File: config.mk
export PLATFORM = sky130hd
export DESIGN_NAME = flash_host_ctrl
export DESIGN_NICKNAME = d
export VERILOG_FILES = /design/src/flash_pkg.sv /design/src/flash_cycle_if.sv /design/src/flash_bus_cycle.sv /design/src/flash_host_ctrl.sv
export VERILOG_INCLUDE_DIRS = /design/src
export SDC_FILE = /design/constraint.sdc
export NUM_CORES = 1
export LEC_CHECK = 0
export BUFFER_PORTS_ARGS = -buffer_cell sky130_fd_sc_hd__buf_4
export CAP_MARGIN = 20
export CORE_MARGIN = 2
export CORE_UTILIZATION = 30
export DETAILED_ROUTE_END_ITERATION = 8
export PLACE_DENSITY = 0.44
export SETUP_SLACK_MARGIN = 0.4
export SLEW_MARGIN = 20
export SYNTH_ARGS = -nofsm -noshare
export SYNTH_HDL_FRONTEND = slang
export SYNTH_SLANG_ARGS = --single-unit
File: constraint.sdc
create_clock -name clk_sys -period 5.1 [get_ports clk_sys]
set_input_delay 1.275 -clock clk_sys [delete_from_list [all_inputs] [get_ports clk_sys]]
set_output_delay 1.275 -clock clk_sys [all_outputs]
set_load 0.005 [all_outputs]
File: src/flash_regs.svh
// Constants for the parallel NOR flash host controller.
// Assumes a 100 MHz clk_sys; times are in ns and rounded up to cycles.
`ifndef FLASH_REGS_SVH
`define FLASH_REGS_SVH

// ==========================================================
// Bus widths and field positions
`define FL_AW           21
`define FL_DW           16
`define POLL_BIT        7
`define TIMEOUT_BIT     5
`define ABORT_BIT       1
`define SECT_LSB        12
`define BUF_IDX_W       4

// ==========================================================
// Unlock cycles and command codes (plain defaults)
`define UNLOCK1_ADDR    21'h000555
`define UNLOCK1_DATA    8'haa
`define UNLOCK2_ADDR    21'h0002aa
`define UNLOCK2_DATA    8'h55
`define CMD_RESET       8'hf0
`define CMD_AUTOSEL     8'h90
`define CMD_PROG        8'ha0
`define CMD_SUSPEND     8'hb0
`define CMD_RESUME      8'h30
`define CMD_BUF_LOAD    8'h25
`define CMD_BUF_CONFIRM 8'h29
`define CMD_BUF_ABORT   8'hf0

// ==========================================================
// Timing in ns and derived cycle counts
`define CLK_NS          10
`define CYC_MIN(ns)     (((ns) + `CLK_NS - 1) / `CLK_NS)
`define T_SETUP_NS      20
`define T_WP_NS         40
`define T_HOLD_NS       30
`define T_ACC_NS        100
`define T_SPD_NS        1000
`define T_RSM_NS        4000
`define SETUP_CYC       `CYC_MIN(`T_SETUP_NS)
`define WP_CYC          `CYC_MIN(`T_WP_NS)
`define HOLD_CYC        `CYC_MIN(`T_HOLD_NS)
`define ACC_CYC         `CYC_MIN(`T_ACC_NS)
`define SPD_CYC         `CYC_MIN(`T_SPD_NS)
`define RSM_CYC         `CYC_MIN(`T_RSM_NS)

`endif

File: src/flash_pkg.sv
// Types shared by the flash host controller and its bus cycle engine.
// Assumes flash_regs.svh is on the include path.
`include "flash_regs.svh"

package flash_pkg;
  typedef logic [`FL_AW-1:0] faddr_t;
  typedef logic [`FL_DW-1:0] fdata_t;

  // User operations
  typedef enum logic [3:0] {
    OP_READ      = 4'h0,
    OP_RESET     = 4'h1,
    OP_ID_ENTER  = 4'h2,
    OP_PROG      = 4'h3,
    OP_BUF_LOAD  = 4'h4,
    OP_BUF_PROG  = 4'h5,
    OP_POLL      = 4'h6,
    OP_SUSPEND   = 4'h7,
    OP_RESUME    = 4'h8,
    OP_ABORT_RST = 4'h9
  } op_e;

  // Answer status
  typedef enum logic [1:0] {
    ST_OK    = 2'h0,
    ST_FAIL  = 2'h1,
    ST_ABORT = 2'h2
  } status_e;
endpackage : flash_pkg

File: src/flash_cycle_if.sv
// Carries one flash bus cycle request between sequencer and engine.
// Assumes both ends run on clk_sys.
`timescale 1ns/10ps
`default_nettype none

interface flash_cycle_if;
  import flash_pkg::*;
  logic   req;
  logic   wr;
  faddr_t addr;
  fdata_t wdata;
  logic   done;
  fdata_t rdata;
  modport master (output req, wr, addr, wdata, input done, rdata);
  modport slave  (input req, wr, addr, wdata, output done, rdata);
endinterface : flash_cycle_if

`default_nettype wire

File: src/flash_bus_cycle.sv
// Bus cycle engine: one strobed write or read on the flash pins.
// Assumes dq_in is synchronous to clk_sys and settles within the access time.
`timescale 1ns/10ps
`default_nettype none
`include "flash_regs.svh"

module flash_bus_cycle
  import flash_pkg::*;
(
  // Clock and reset
  input  wire logic clk_sys,
  input  wire logic rst_n,
  // Cycle requests
  flash_cycle_if.slave cyc,
  // Flash pins
  output logic      ce_n,
  output logic      we_n,
  output logic      oe_n,
  output faddr_t    fl_addr,
  output fdata_t    dq_out,
  output logic      dq_oe,
  input  wire fdata_t dq_in
);
  typedef enum logic [1:0] {
    B_IDLE = 2'h0, B_SETUP = 2'h1, B_STROBE = 2'h2, B_HOLD = 2'h3
  } bstate_e;

  bstate_e    state_reg, state_next;
  logic [3:0] cnt_reg, cnt_next;
  logic       wr_reg, wr_next;
  logic       ce_n_next, we_n_next, oe_n_next, dq_oe_next;
  faddr_t     addr_next;
  fdata_t     dq_out_next, rdata_reg, rdata_next;

  // ==========================================================
  // Strobe sequencing
  always_comb
  begin
    state_next  = state_reg;
    cnt_next    = cnt_reg;
    wr_next     = wr_reg;
    ce_n_next   = ce_n;
    we_n_next   = we_n;
    oe_n_next   = oe_n;
    dq_oe_next  = dq_oe;
    addr_next   = fl_addr;
    dq_out_next = dq_out;
    rdata_next  = rdata_reg;
    cyc.done    = 1'b0;
    case (state_reg)
      B_IDLE:
        if (cyc.req)
        begin
          addr_next   = cyc.addr;
          dq_out_next = cyc.wdata;
          wr_next     = cyc.wr;
          ce_n_next   = 1'b0;
          cnt_next    = 4'(`SETUP_CYC - 1);
          state_next  = B_SETUP;
        end
      B_SETUP:
        if (cnt_reg == 4'h0)
        begin
          // Write keeps oe_n high while we_n falls
          we_n_next  = !wr_reg;
          oe_n_next  = wr_reg;
          dq_oe_next = wr_reg;
          cnt_next   = wr_reg ? 4'(`WP_CYC - 1) : 4'(`ACC_CYC - 1);
          state_next = B_STROBE;
        end
        else
          cnt_next = cnt_reg - 4'h1;
      B_STROBE:
        if (cnt_reg == 4'h0)
        begin
          if (!wr_reg)
            rdata_next = dq_in;
          we_n_next  = 1'b1;
          oe_n_next  = 1'b1;
          ce_n_next  = 1'b1;
          cnt_next   = 4'(`HOLD_CYC - 1);
          state_next = B_HOLD;
        end
        else
          cnt_next = cnt_reg - 4'h1;
      default:
        if (cnt_reg == 4'h0)
        begin
          cyc.done   = 1'b1;
          dq_oe_next = 1'b0;
          state_next = B_IDLE;
        end
        else
          cnt_next = cnt_reg - 4'h1;
    endcase
  end

  // Pin and state registers
  always_ff @(posedge clk_sys or negedge rst_n)
  begin
    if (!rst_n)
    begin
      state_reg <= B_IDLE;
      cnt_reg   <= 4'h0;
      wr_reg    <= 1'b0;
      ce_n      <= 1'b1;
      we_n      <= 1'b1;
      oe_n      <= 1'b1;
      dq_oe     <= 1'b0;
      fl_addr   <= '0;
      dq_out    <= '0;
      rdata_reg <= '0;
    end
    else
    begin
      state_reg <= state_next;
      cnt_reg   <= cnt_next;
      wr_reg    <= wr_next;
      ce_n      <= ce_n_next;
      we_n      <= we_n_next;
      oe_n      <= oe_n_next;
      dq_oe     <= dq_oe_next;
      fl_addr   <= addr_next;
      dq_out    <= dq_out_next;
      rdata_reg <= rdata_next;
    end
  end

  assign cyc.rdata = rdata_reg;
endmodule : flash_bus_cycle

`default_nettype wire

File: src/flash_host_ctrl.sv
// Host controller for a parallel NOR flash: command sequences and polling.
// Assumes user commands are synchronous to clk_sys and ready_busy_in is
// synchronised outside; the flash data bus is joined from dq_out/dq_oe.
`timescale 1ns/10ps
`default_nettype none
`include "flash_regs.svh"

module flash_host_ctrl
  import flash_pkg::*;
(
  // Clock and reset
  input  wire logic    clk_sys,
  input  wire logic    rst_n,
  // User command port
  input  wire logic    cmd_valid,
  output logic         cmd_ready,
  input  wire op_e     cmd_op,
  input  wire faddr_t  cmd_addr,
  input  wire fdata_t  cmd_data,
  // User answer port
  output logic         rsp_valid,
  output fdata_t       rsp_data,
  output status_e      rsp_status,
  output logic         suspended,
  output logic         id_mode,
  // Flash pins
  output logic         ce_n,
  output logic         we_n,
  output logic         oe_n,
  output faddr_t       fl_addr,
  output fdata_t       dq_out,
  output logic         dq_oe,
  input  wire fdata_t  dq_in,
  input  wire logic    ready_busy_in
);
  typedef enum logic [2:0] {
    M_IDLE = 3'h0, M_STEP = 3'h1, M_READ = 3'h2, M_POLL = 3'h3,
    M_WAIT = 3'h4, M_RESP = 3'h5
  } mstate_e;

  flash_cycle_if cyc ();

  mstate_e    state_reg, state_next;
  op_e        op_reg, op_next;
  faddr_t     addr_reg, addr_next, paddr_reg, paddr_next, st_addr, base;
  fdata_t     data_reg, data_next, pdata_reg, pdata_next, st_data;
  fdata_t     rdata_next, buf_mem [16];
  status_e    stat_next;
  logic [4:0] idx_reg, idx_next, woff;
  logic [3:0] bcnt_reg, bcnt_next;
  logic [11:0] timer_reg, timer_next, age_reg, age_next;
  logic       st_last, poll2_reg, poll2_next, early_reg, early_next;
  logic       active_reg, active_next, isbuf_reg, isbuf_next;
  logic       susp_next, id_next, buf_we;

  // ==========================================================
  // Cycle engine
  flash_bus_cycle u_bus (
    .clk_sys (clk_sys),
    .rst_n   (rst_n),
    .cyc     (cyc.slave),
    .ce_n    (ce_n),
    .we_n    (we_n),
    .oe_n    (oe_n),
    .fl_addr (fl_addr),
    .dq_out  (dq_out),
    .dq_oe   (dq_oe),
    .dq_in   (dq_in)
  );

  // ==========================================================
  // Step table: address and data of each bus write of a sequence
  assign base = {addr_reg[`FL_AW-1:4], 4'h0};
  assign woff = idx_reg - 5'd4;

  always_comb
  begin
    st_addr = `UNLOCK1_ADDR;
    st_data = {8'h00, `UNLOCK1_DATA};
    st_last = 1'b0;
    case (op_reg)
      OP_RESET, OP_SUSPEND, OP_RESUME:
      begin
        st_addr = addr_reg;
        st_last = 1'b1;
        st_data = (op_reg == OP_RESET)   ? {8'h00, `CMD_RESET} :
                  (op_reg == OP_SUSPEND) ? {8'h00, `CMD_SUSPEND} : {8'h00, `CMD_RESUME};
      end
      OP_ID_ENTER:
        if (idx_reg == 5'd0)
          st_data = {8'h00, `CMD_RESET};
        else if (idx_reg == 5'd2)
        begin
          st_addr = `UNLOCK2_ADDR;
          st_data = {8'h00, `UNLOCK2_DATA};
        end
        else if (idx_reg == 5'd3)
        begin
          st_data = {8'h00, `CMD_AUTOSEL};
          st_last = 1'b1;
        end
      default:
        if (idx_reg == 5'd1)
        begin
          st_addr = `UNLOCK2_ADDR;
          st_data = {8'h00, `UNLOCK2_DATA};
        end
        else if (idx_reg != 5'd0)
        begin
          if (op_reg == OP_PROG)
          begin
            st_data = (idx_reg == 5'd2) ? {8'h00, `CMD_PROG} : data_reg;
            st_addr = (idx_reg == 5'd2) ? `UNLOCK1_ADDR : addr_reg;
            st_last = (idx_reg == 5'd3);
          end
          else if (op_reg == OP_BUF_PROG)
          begin
            st_addr = base;
            if (idx_reg == 5'd2)
              st_data = {8'h00, `CMD_BUF_LOAD};
            else if (idx_reg == 5'd3)
              st_data = {12'h000, bcnt_reg};
            else if (woff <= {1'b0, bcnt_reg})
            begin
              st_addr = base + faddr_t'(woff[3:0]);
              st_data = buf_mem[woff[3:0]];
            end
            else
            begin
              st_data = {8'h00, `CMD_BUF_CONFIRM};
              st_last = 1'b1;
            end
          end
          else
          begin
            st_data = {8'h00, `CMD_BUF_ABORT};
            st_last = 1'b1;
          end
        end
    endcase
  end

  // ==========================================================
  // Sequencer next state
  assign cyc.req   = (state_reg == M_STEP) || (state_reg == M_READ) || (state_reg == M_POLL);
  assign cyc.wr    = (state_reg == M_STEP);
  assign cyc.addr  = (state_reg == M_POLL) ? paddr_reg : (state_reg == M_READ) ? addr_reg : st_addr;
  assign cyc.wdata = st_data;
  assign cmd_ready = (state_reg == M_IDLE);
  assign rsp_valid = (state_reg == M_RESP);

  always_comb
  begin
    state_next = state_reg;
    op_next = op_reg;
    addr_next = addr_reg;
    data_next = data_reg;
    paddr_next = paddr_reg;
    pdata_next = pdata_reg;
    idx_next = idx_reg;
    bcnt_next = bcnt_reg;
    timer_next = timer_reg;
    poll2_next = poll2_reg;
    early_next = early_reg;
    active_next = active_reg;
    isbuf_next = isbuf_reg;
    susp_next = suspended;
    id_next = id_mode;
    rdata_next = rsp_data;
    stat_next = rsp_status;
    buf_we = 1'b0;
    // Program age saturates at the resume hold-off count
    age_next = (active_reg && !suspended && age_reg < 12'(`RSM_CYC)) ? age_reg + 12'h1 : age_reg;
    case (state_reg)
      M_IDLE:
        if (cmd_valid)
        begin
          op_next = cmd_op;
          addr_next = cmd_addr;
          data_next = cmd_data;
          stat_next = ST_OK;
          rdata_next = '0;
          poll2_next = 1'b0;
          idx_next = (cmd_op == OP_ID_ENTER && suspended) ? 5'd1 : 5'd0;
          if (cmd_op == OP_BUF_PROG)
            bcnt_next = cmd_data[3:0];
          case (cmd_op)
            OP_READ:     state_next = M_READ;
            OP_POLL:     state_next = active_reg ? M_POLL : M_RESP;
            OP_BUF_LOAD:
            begin
              buf_we = 1'b1;
              state_next = M_RESP;
            end
            OP_SUSPEND:  state_next = (active_reg && !suspended) ? M_STEP : M_RESP;
            OP_RESUME:   state_next = suspended ? M_STEP : M_RESP;
            default:     state_next = M_STEP;
          endcase
        end
      M_STEP:
        if (cyc.done)
        begin
          idx_next = idx_reg + 5'd1;
          state_next = M_RESP;
          if (!st_last)
            state_next = M_STEP;
          else if (op_reg == OP_PROG || op_reg == OP_BUF_PROG)
          begin
            // Remember the word to poll: last loaded one for buffers
            paddr_next = (op_reg == OP_PROG) ? addr_reg : base + faddr_t'(bcnt_reg);
            pdata_next = (op_reg == OP_PROG) ? data_reg : buf_mem[bcnt_reg];
            active_next = 1'b1;
            isbuf_next = (op_reg == OP_BUF_PROG);
            age_next = 12'h0;
          end
          else if (op_reg == OP_SUSPEND)
          begin
            susp_next = 1'b1;
            early_next = (age_reg < 12'(`RSM_CYC));
            timer_next = 12'(`SPD_CYC);
            state_next = M_WAIT;
          end
          else if (op_reg == OP_RESUME)
          begin
            susp_next = 1'b0;
            timer_next = 12'(`RSM_CYC);
            state_next = early_reg ? M_WAIT : M_RESP;
          end
          else if (op_reg == OP_ID_ENTER)
            id_next = 1'b1;
          else if (op_reg == OP_RESET)
            id_next = 1'b0;
        end
      M_READ:
        if (cyc.done)
        begin
          rdata_next = cyc.rdata;
          state_next = M_RESP;
        end
      M_POLL:
        if (cyc.done)
        begin
          rdata_next = cyc.rdata;
          if (cyc.rdata[`POLL_BIT] == pdata_reg[`POLL_BIT])
          begin
            active_next = 1'b0;
            state_next = M_RESP;
          end
          else if (poll2_reg)
          begin
            stat_next = ST_FAIL;
            state_next = M_RESP;
          end
          // Ready may rise after the status word was sampled: read once more
          else if (cyc.rdata[`TIMEOUT_BIT] || (ready_busy_in && !suspended))
            poll2_next = 1'b1;
          else if (cyc.rdata[`ABORT_BIT] && isbuf_reg)
          begin
            active_next = 1'b0;
            stat_next = ST_ABORT;
            state_next = M_RESP;
          end
        end
      M_WAIT:
        if (timer_reg <= 12'h1)
          state_next = M_RESP;
        else
          timer_next = timer_reg - 12'h1;
      default:
        state_next = M_IDLE;
    endcase
  end

  // Sequencer registers
  always_ff @(posedge clk_sys or negedge rst_n)
  begin
    if (!rst_n)
    begin
      state_reg <= M_IDLE;
      op_reg <= OP_READ;
      addr_reg <= '0;
      data_reg <= '0;
      paddr_reg <= '0;
      pdata_reg <= '0;
      idx_reg <= 5'h00;
      bcnt_reg <= 4'h0;
      timer_reg <= 12'h000;
      age_reg <= 12'h000;
      poll2_reg <= 1'b0;
      early_reg <= 1'b0;
      active_reg <= 1'b0;
      isbuf_reg <= 1'b0;
      suspended <= 1'b0;
      id_mode <= 1'b0;
      rsp_data <= '0;
      rsp_status <= ST_OK;
    end
    else
    begin
      state_reg <= state_next;
      op_reg <= op_next;
      addr_reg <= addr_next;
      data_reg <= data_next;
      paddr_reg <= paddr_next;
      pdata_reg <= pdata_next;
      idx_reg <= idx_next;
      bcnt_reg <= bcnt_next;
      timer_reg <= timer_next;
      age_reg <= age_next;
      poll2_reg <= poll2_next;
      early_reg <= early_next;
      active_reg <= active_next;
      isbuf_reg <= isbuf_next;
      suspended <= susp_next;
      id_mode <= id_next;
      rsp_data <= rdata_next;
      rsp_status <= stat_next;
    end
  end

  // Write buffer, indexed by the low address bits
  always_ff @(posedge clk_sys)
  begin
    if (buf_we)
      buf_mem[cmd_addr[3:0]] <= cmd_data;
  end
endmodule : flash_host_ctrl

`default_nettype wire

Word-level counts from Yosys, hierarchy flattened
Memories as Yosys holds them, arrays and structs flattened.
Index checks and enable logic that the tools add are counted.

operators by class
  order comparisons = 3
  mux-type cells = 131
  reduce and logical (&&, ||, !) cells = 51
  add/sub/neg operators = 7
  equality and inequality tests = 46
  bitwise logic cells = 5

operators with widths
  operator               count
  $mux 21                11
  $mux 16                10
  $mux 12                11
  $pmux 16 s2            2
  $mux 1                 44
  $add 21x4->21          2
  $pmux 21 s2            1
  $mux 8                 5
  $mux 3                 13
  $pmux 3 s5             2
  $eq 4x3->1 const B     6
  $pmux 12 s2            1
  $mux 11                2
  $ne 2x2->1 const B     11
  $mux 2                 10
  $mux 4                 5
  $reduce_bool 2->1      10
  $reduce_and 3->1       6
  $pmux 1 s2             7
  $reduce_and 7->1       2
  $add 12x1->12 const B  1
  $eq 4x2->1 const B     3
  $le 12x1->1 const B    1
  $lt 12x9->1 const B    1
  other kinds (43)       76

storage, ports and cells
  output and inout port bits = 63
  bits in writable memories = 256
  memories = 1
  input bits = 61
  register bits after elaboration = 194

memory list
  name     depth  width  rd ports  clocked after memory_dff  wr ports  RTL line               RTL
  buf_mem  16     16     2         0                         1         flash_host_ctrl.sv:47  fdata_t rdata_next, buf_mem [16];

Depth between registers and ports, before layout
  depth in word-level cells = 13
  mapped depth = 15
  gate-level depth less buffers = 10

Modules after synthesis
From an unflattened synthesis, not the netlist that was laid out.

unflattened totals
  cell total of the unflattened synthesis = 1302
  area, all modules = 19498.7 sq um

modules (own cells, without submodules)
  module           times used  cells each  area an instance (sq um)
  flash_host_ctrl  1           1114        16757.3
  flash_bus_cycle  1           188         2741.4

Worst setup path after synthesis
Ideal clock, no wire load.

  path kind = flip-flop to flip-flop
  start point = reg idx_reg[2]
  end point = reg paddr_reg[10]
  setup time = 0.125 ns
  data arrival time = 3.752 ns
  slack = 1.223 ns
  stages on the path, launching flop included = 15
  cell sequence = dfrtp_1 > buf_1 > inv_1 > buf_1 > ha_1 > inv_2 > clkbuf_1 > ha_1 > and4_1 > a31o_2 > nand3_1 > a31oi_2 > nor4_4 > buf_6 > mux2_2

between the ends
  word-level cells in the longest chain between the ends = 11
  elaborated cells on any way between the ends = 19
  those cells by class = add/sub (1); order compare (1); eq/ne (3); mux (11); reduce/logical (3)

ends and longest elaborated chain
  element                       RTL line                RTL
  start, declared               flash_host_ctrl.sv:49   logic [4:0] idx_reg, idx_next, woff;
  start signal, assigned        flash_host_ctrl.sv:306  idx_reg <= idx_next;
  $sub 5x3->5                   flash_host_ctrl.sv:74   assign woff = idx_reg - 5'd4;
  $le 5x4->1                    flash_host_ctrl.sv:123  else if (woff <= {1'b0, bcnt_reg})
  $mux 1                        flash_host_ctrl.sv:123
  $mux 1                        flash_host_ctrl.sv:121  else if (idx_reg == 5'd3)
  $mux 1                        flash_host_ctrl.sv:119  if (idx_reg == 5'd2)
  $mux 1                        flash_host_ctrl.sv:116  else if (op_reg == OP_BUF_PROG)
  $mux 1                        flash_host_ctrl.sv:110  if (op_reg == OP_PROG)
  $mux 1                        flash_host_ctrl.sv:108  else if (idx_reg != 5'd0)
  $mux 1                        flash_host_ctrl.sv:103  if (idx_reg == 5'd1)
  $pmux 1 s2 *                  flash_host_ctrl.sv:81   case (op_reg)
  $reduce_and 4->1 (no line) *  -
  end signal, assigned          flash_host_ctrl.sv:304  paddr_reg <= paddr_next;
  end, declared                 flash_host_ctrl.sv:45   faddr_t addr_reg, addr_next, paddr_reg, paddr_next, st_addr, base;

Every way passes the cells marked *; elsewhere a longest branch is shown, timed or not.
A chain may end at the register's enable or synchronous reset.

Worst setup path in the final report
  start point = reg idx_reg[2]
  end point = reg paddr_reg[13]

Same word-level chain as after synthesis.

==> out/qor.txt <==
OUTCOME
------------------------------------------------------------------------------------------
Status                                                                        complete, no violations

SETUP PATH
------------------------------------------------------------------------------------------
Crit path max-delay cell type                                                 sky130_fd_sc_hd__ha_1
CP Buf/Inv Count                                                                         4
Data arrival time of the worst path                                                4.26 ns
WP data required                                                                   5.57 ns
Peak fanout along the critical path                                                     35
CP delay by family, top                                                        adder cells
Max stage delay on crit path                                                       0.63 ns
Startpoint types                                                                      flop
Cell-by-cell listing of the critical path                                     inv_1 -> buf_4 -> ha_1 -> inv_2 -> ha_1 -> and4_1 -> a31o_2 -> nand3_1 -> a31oi_2 -> nor4_4 -> buf_4 -> mux2_2
Critical Path Sink Type                                                               flop
Crit Path Category                                                            flop to flop

CELLS AND AREA
------------------------------------------------------------------------------------------
Antenna cell count                                                                       0
Flip-flop count of the largest register after layout                                   256
Number of standard cells in the layout, taps in and fillers out                       2423
Share of post-route cells with drive strength above 1                                0.245
Synthesis-to-layout area growth                                                      17.9%
Area occupied by multi-input gates                                                6500 µm²
Filler cell count                                                                     6183
Combined flip-flop and latch cell area                                           12400 µm²
Net count of the finished layout                                                      1621

PWR
------------------------------------------------------------------------------------------
Part of the power in registers                                                       0.417
Switching power of the nets                                                        4.01 mW
Pleak                                                                              8.66 nW
Sw Share                                                                             0.341
Worst supply voltage drop on vdd                                                  0.268 mV
Fraction of power consumed by combinational cells                                    0.294
Total power density per cell area                                               517 nW/µm²
Clock share of power                                                                 0.289
Internal Power                                                                     7.75 mW

PLACED DESIGN
------------------------------------------------------------------------------------------
DPL Wire Length                                                                   36600 µm
Number of buffers added on ports                                                       123
Worst setup timing slack at the placement stage                                    1.28 ns
RD Place Congestion                                                                  0.836
Placed Instances                                                                      2336

CLOCKING
------------------------------------------------------------------------------------------
CTS Buf Count                                                                           48
Cts repair resizes                                                                       0
Number of hold-repair buffers added at the cts stage                                     0
Clock Tree Buf Depth                                                                     3
Buffer type at the clock tree root                                            sky130_fd_sc_hd__clkbuf_16
Post-CTS setup repair buffer count                                                       0
CTS tree                                                                              done
H-tree lvl count                                                                         2
Clock edge transition at the registers on the reported setup and hold paths        0.06 ns
Number of sinks on the clock net                                                       443
Clk Latency, worst-skew pair                                                       0.60 ns

TIMING
------------------------------------------------------------------------------------------
Max Clk Rate                                                                     0.264 GHz
Final cycle utilization of the critical path                                         0.743
Minimum hold slack                                                                0.477 ns
Slew at the pin closest to its max-slew limit                                      1.01 ns
RSZ-0062 raised after global routing                                                    no
Final setup margin                                                                 1.31 ns
Final count of pins violating max slew                                                   0
Total Negative Setup Slacks                                                           0 ns
Worst Clk Skew                                                                   0.0260 ns
Time the final worst path needs with I/O delays and setup                          3.79 ns
Final setup viols                                                                        0
Final hold violation count                                                               0
Slew headroom                                                                        0.323

RUN
------------------------------------------------------------------------------------------
Max Cap Viol                                                                             0

SYNTHESIS
------------------------------------------------------------------------------------------
Share of async-settable or async-resettable flops after synthesis                    0.422
Post-synthesis sequential element count                                                443
Top cell type's share of synthesized area                                            0.399
Largest cells by area after synthesis                                         sky130_fd_sc_hd__edfxtp_1 (40%), sky130_fd_sc_hd__dfrtp_1 (24%), sky130_fd_sc_hd__mux4_2 (8.4%), sky130_fd_sc_hd__nand2_1 (4.0%), sky130_fd_sc_hd__mux2_2 (2.9%)
Largest area contributor in the synthesized netlist                           sky130_fd_sc_hd__edfxtp_1
Netlist Area Pre-Place                                                           19300 µm²
EDFF count, synth                                                                      256
Fraction of the yosys area taken by sequential cells                                 0.642
Cells after Synth                                                                     1416
Number of library cell types mapped by synthesis                                        81
Yosys synthesis warning count                                                            0
Flip-flop cell with the highest count after synthesis                         sky130_fd_sc_hd__edfxtp_1
Post-Synthesis Net Count                                                              1497
Library cell with the highest instance count after synthesis                  sky130_fd_sc_hd__edfxtp_1
Post-Synthesis Mean Instance Area                                                 13.6 µm²
Top post-synthesis cells by count                                             sky130_fd_sc_hd__edfxtp_1 (256), sky130_fd_sc_hd__nand2_1 (204), sky130_fd_sc_hd__dfrtp_1 (184)

FLOORPLAN
------------------------------------------------------------------------------------------
Total Die Area                                                                   66300 µm²
Initial standard-cell utilization of the core                                        0.304
Die Width                                                                           257 µm
Core outline area                                                                63300 µm²
Overall die height                                                                  257 µm
Num rows                                                                                92
Top-level I/O count                                                                    124

DETAILED ROUTING
------------------------------------------------------------------------------------------
Initial DRC count                                                                     1226
Count of unresolved DRC violations after routing                                         0
Via count                                                                            12200
Average routed wire per standard cell                                              22.8 µm
Remaining number of nets flagged by the antenna check after routing                      0
Vias/cell                                                                             5.04
Total Routed Length                                                               55300 µm
First-pass detailed-route iteration total                                                7

GRT
------------------------------------------------------------------------------------------
Total global routing overflow                                                            0
Largest net degree at the start of global routing                                      102
GR Util All Layers                                                                   0.167
Number of global-route vias before repair                                            12400
Initial antenna violation count                                                          1
Global-route wire length before repair                                            83100 µm

HOLD PATH
------------------------------------------------------------------------------------------
Type of the tightest min-delay check                                          flop to flop

==> layout make-up <==
cell class,instances,area share
Tap cell,846,0.0466
Inverter,37,0.00611
Timing Repair Buffer,147,0.0499
Clock buffer,74,0.0598
Clock inverter,13,0.00688
Sequential cell,443,0.545
Multi-Input combinational cell,863,0.286
==> worst min-delay path, stage by stage (launching register included) <==
cell                      delay, ns
sky130_fd_sc_hd__dfrtp_1       0.34
sky130_fd_sc_hd__nand2_1       0.05
sky130_fd_sc_hd__nand2_1       0.05
==> power by group through the flow <==
| stage | sequential [mW] | clock (mW) | combinational (mW) |
|---|---|---|---|
| after detailed placement | 4.98 | 0 | 3.48 |
| after CTS | 4.91 | 3.50 | 3.49 |
| final | 4.90 | 3.40 | 3.45 |
| after global placement | 4.96 | 0 | 3.47 |
| after floorplan | 4.68 | 0 | 2.41 |
| after global routing | 5.01 | 3.65 | 3.80 |
==> layer usage <==
| metal | track usage | wire length (µm) | vias to the layer above |
|---|---|---|---|
| met2 | 0.269 | 26400 | 346 |
| met4 | 0.0422 | 1110 | 0 |
| li1 | - | - | 5542 |
| met5 | 0 | 0 | - |
| met1 | 0.233 | 24700 | 6259 |
| met3 | 0.0281 | 3100 | 61 |
==> layout by cell type, fill, tap and decap left out, types with 7 or more instances in the layout <==
cell type	count
sky130_fd_sc_hd__a21oi_1	50
sky130_fd_sc_hd__edfxtp_1	256
sky130_fd_sc_hd__xnor2_1	7
sky130_fd_sc_hd__mux2_2	50
sky130_fd_sc_hd__clkinv_2	7
sky130_fd_sc_hd__nor2_2	12
sky130_fd_sc_hd__o22ai_1	7
sky130_fd_sc_hd__xor2_1	9
sky130_fd_sc_hd__a31oi_1	18
sky130_fd_sc_hd__o21ai_0	68
sky130_fd_sc_hd__nand2_1	203
sky130_fd_sc_hd__mux2i_1	21
sky130_fd_sc_hd__and3_1	14
sky130_fd_sc_hd__mux4_2	72
sky130_fd_sc_hd__nand3_1	38
sky130_fd_sc_hd__ha_1	20
sky130_fd_sc_hd__nor2_1	87
sky130_fd_sc_hd__clkbuf_1	21
sky130_fd_sc_hd__o31ai_1	8
sky130_fd_sc_hd__dfrtp_1	181
sky130_fd_sc_hd__clkbuf_16	49
sky130_fd_sc_hd__inv_1	36
sky130_fd_sc_hd__a221oi_1	15
sky130_fd_sc_hd__nor2b_1	17
sky130_fd_sc_hd__nand2b_1	8
sky130_fd_sc_hd__nor3_1	18
sky130_fd_sc_hd__a221o_1	11
sky130_fd_sc_hd__buf_4	144
==> metrics by stage <==
step | power (mW) | util | cell area, µm²
floorplan | 7.10 | - | 19300
global placement | 8.43 | 0.335 | 21200
detailed placement | 8.46 | 0.335 | 21200
CTS | 11.9 | 0.359 | 22700
global route | 12.5 | 0.359 | 22700
finish | 11.8 | 0.359 | 22700
==> worst paths after layout <==
kind,slack [ns],cells after the start,to,start
worst max register to register,1.31,12,paddr_reg[13],idx_reg[2]
worst min register to register,0.48,2,data_reg[9],data_reg[9]
min in group asynchronous,0.74,1,u_bus.state_reg[1],rst_n
worst max-delay path,1.31,12,paddr_reg[13],idx_reg[2]
max in group asynchronous,3.51,2,rsp_data[6],rst_n
worst min-delay path,0.48,2,data_reg[9],data_reg[9]
==> cell families after synthesis <==
group / Yosys count / synth area share
DFF: 443 / 0.642
muxes: 143 / 0.124
xor gates and xnor gates: 17 / 0.00870
and+or+nand+nor: 461 / 0.112
buffers and inverters: 110 / 0.0248
adders and majority gates: 20 / 0.0130
AOI/OAI and AO/OA: 222 / 0.0756
(Power assumes the default switching activity.)
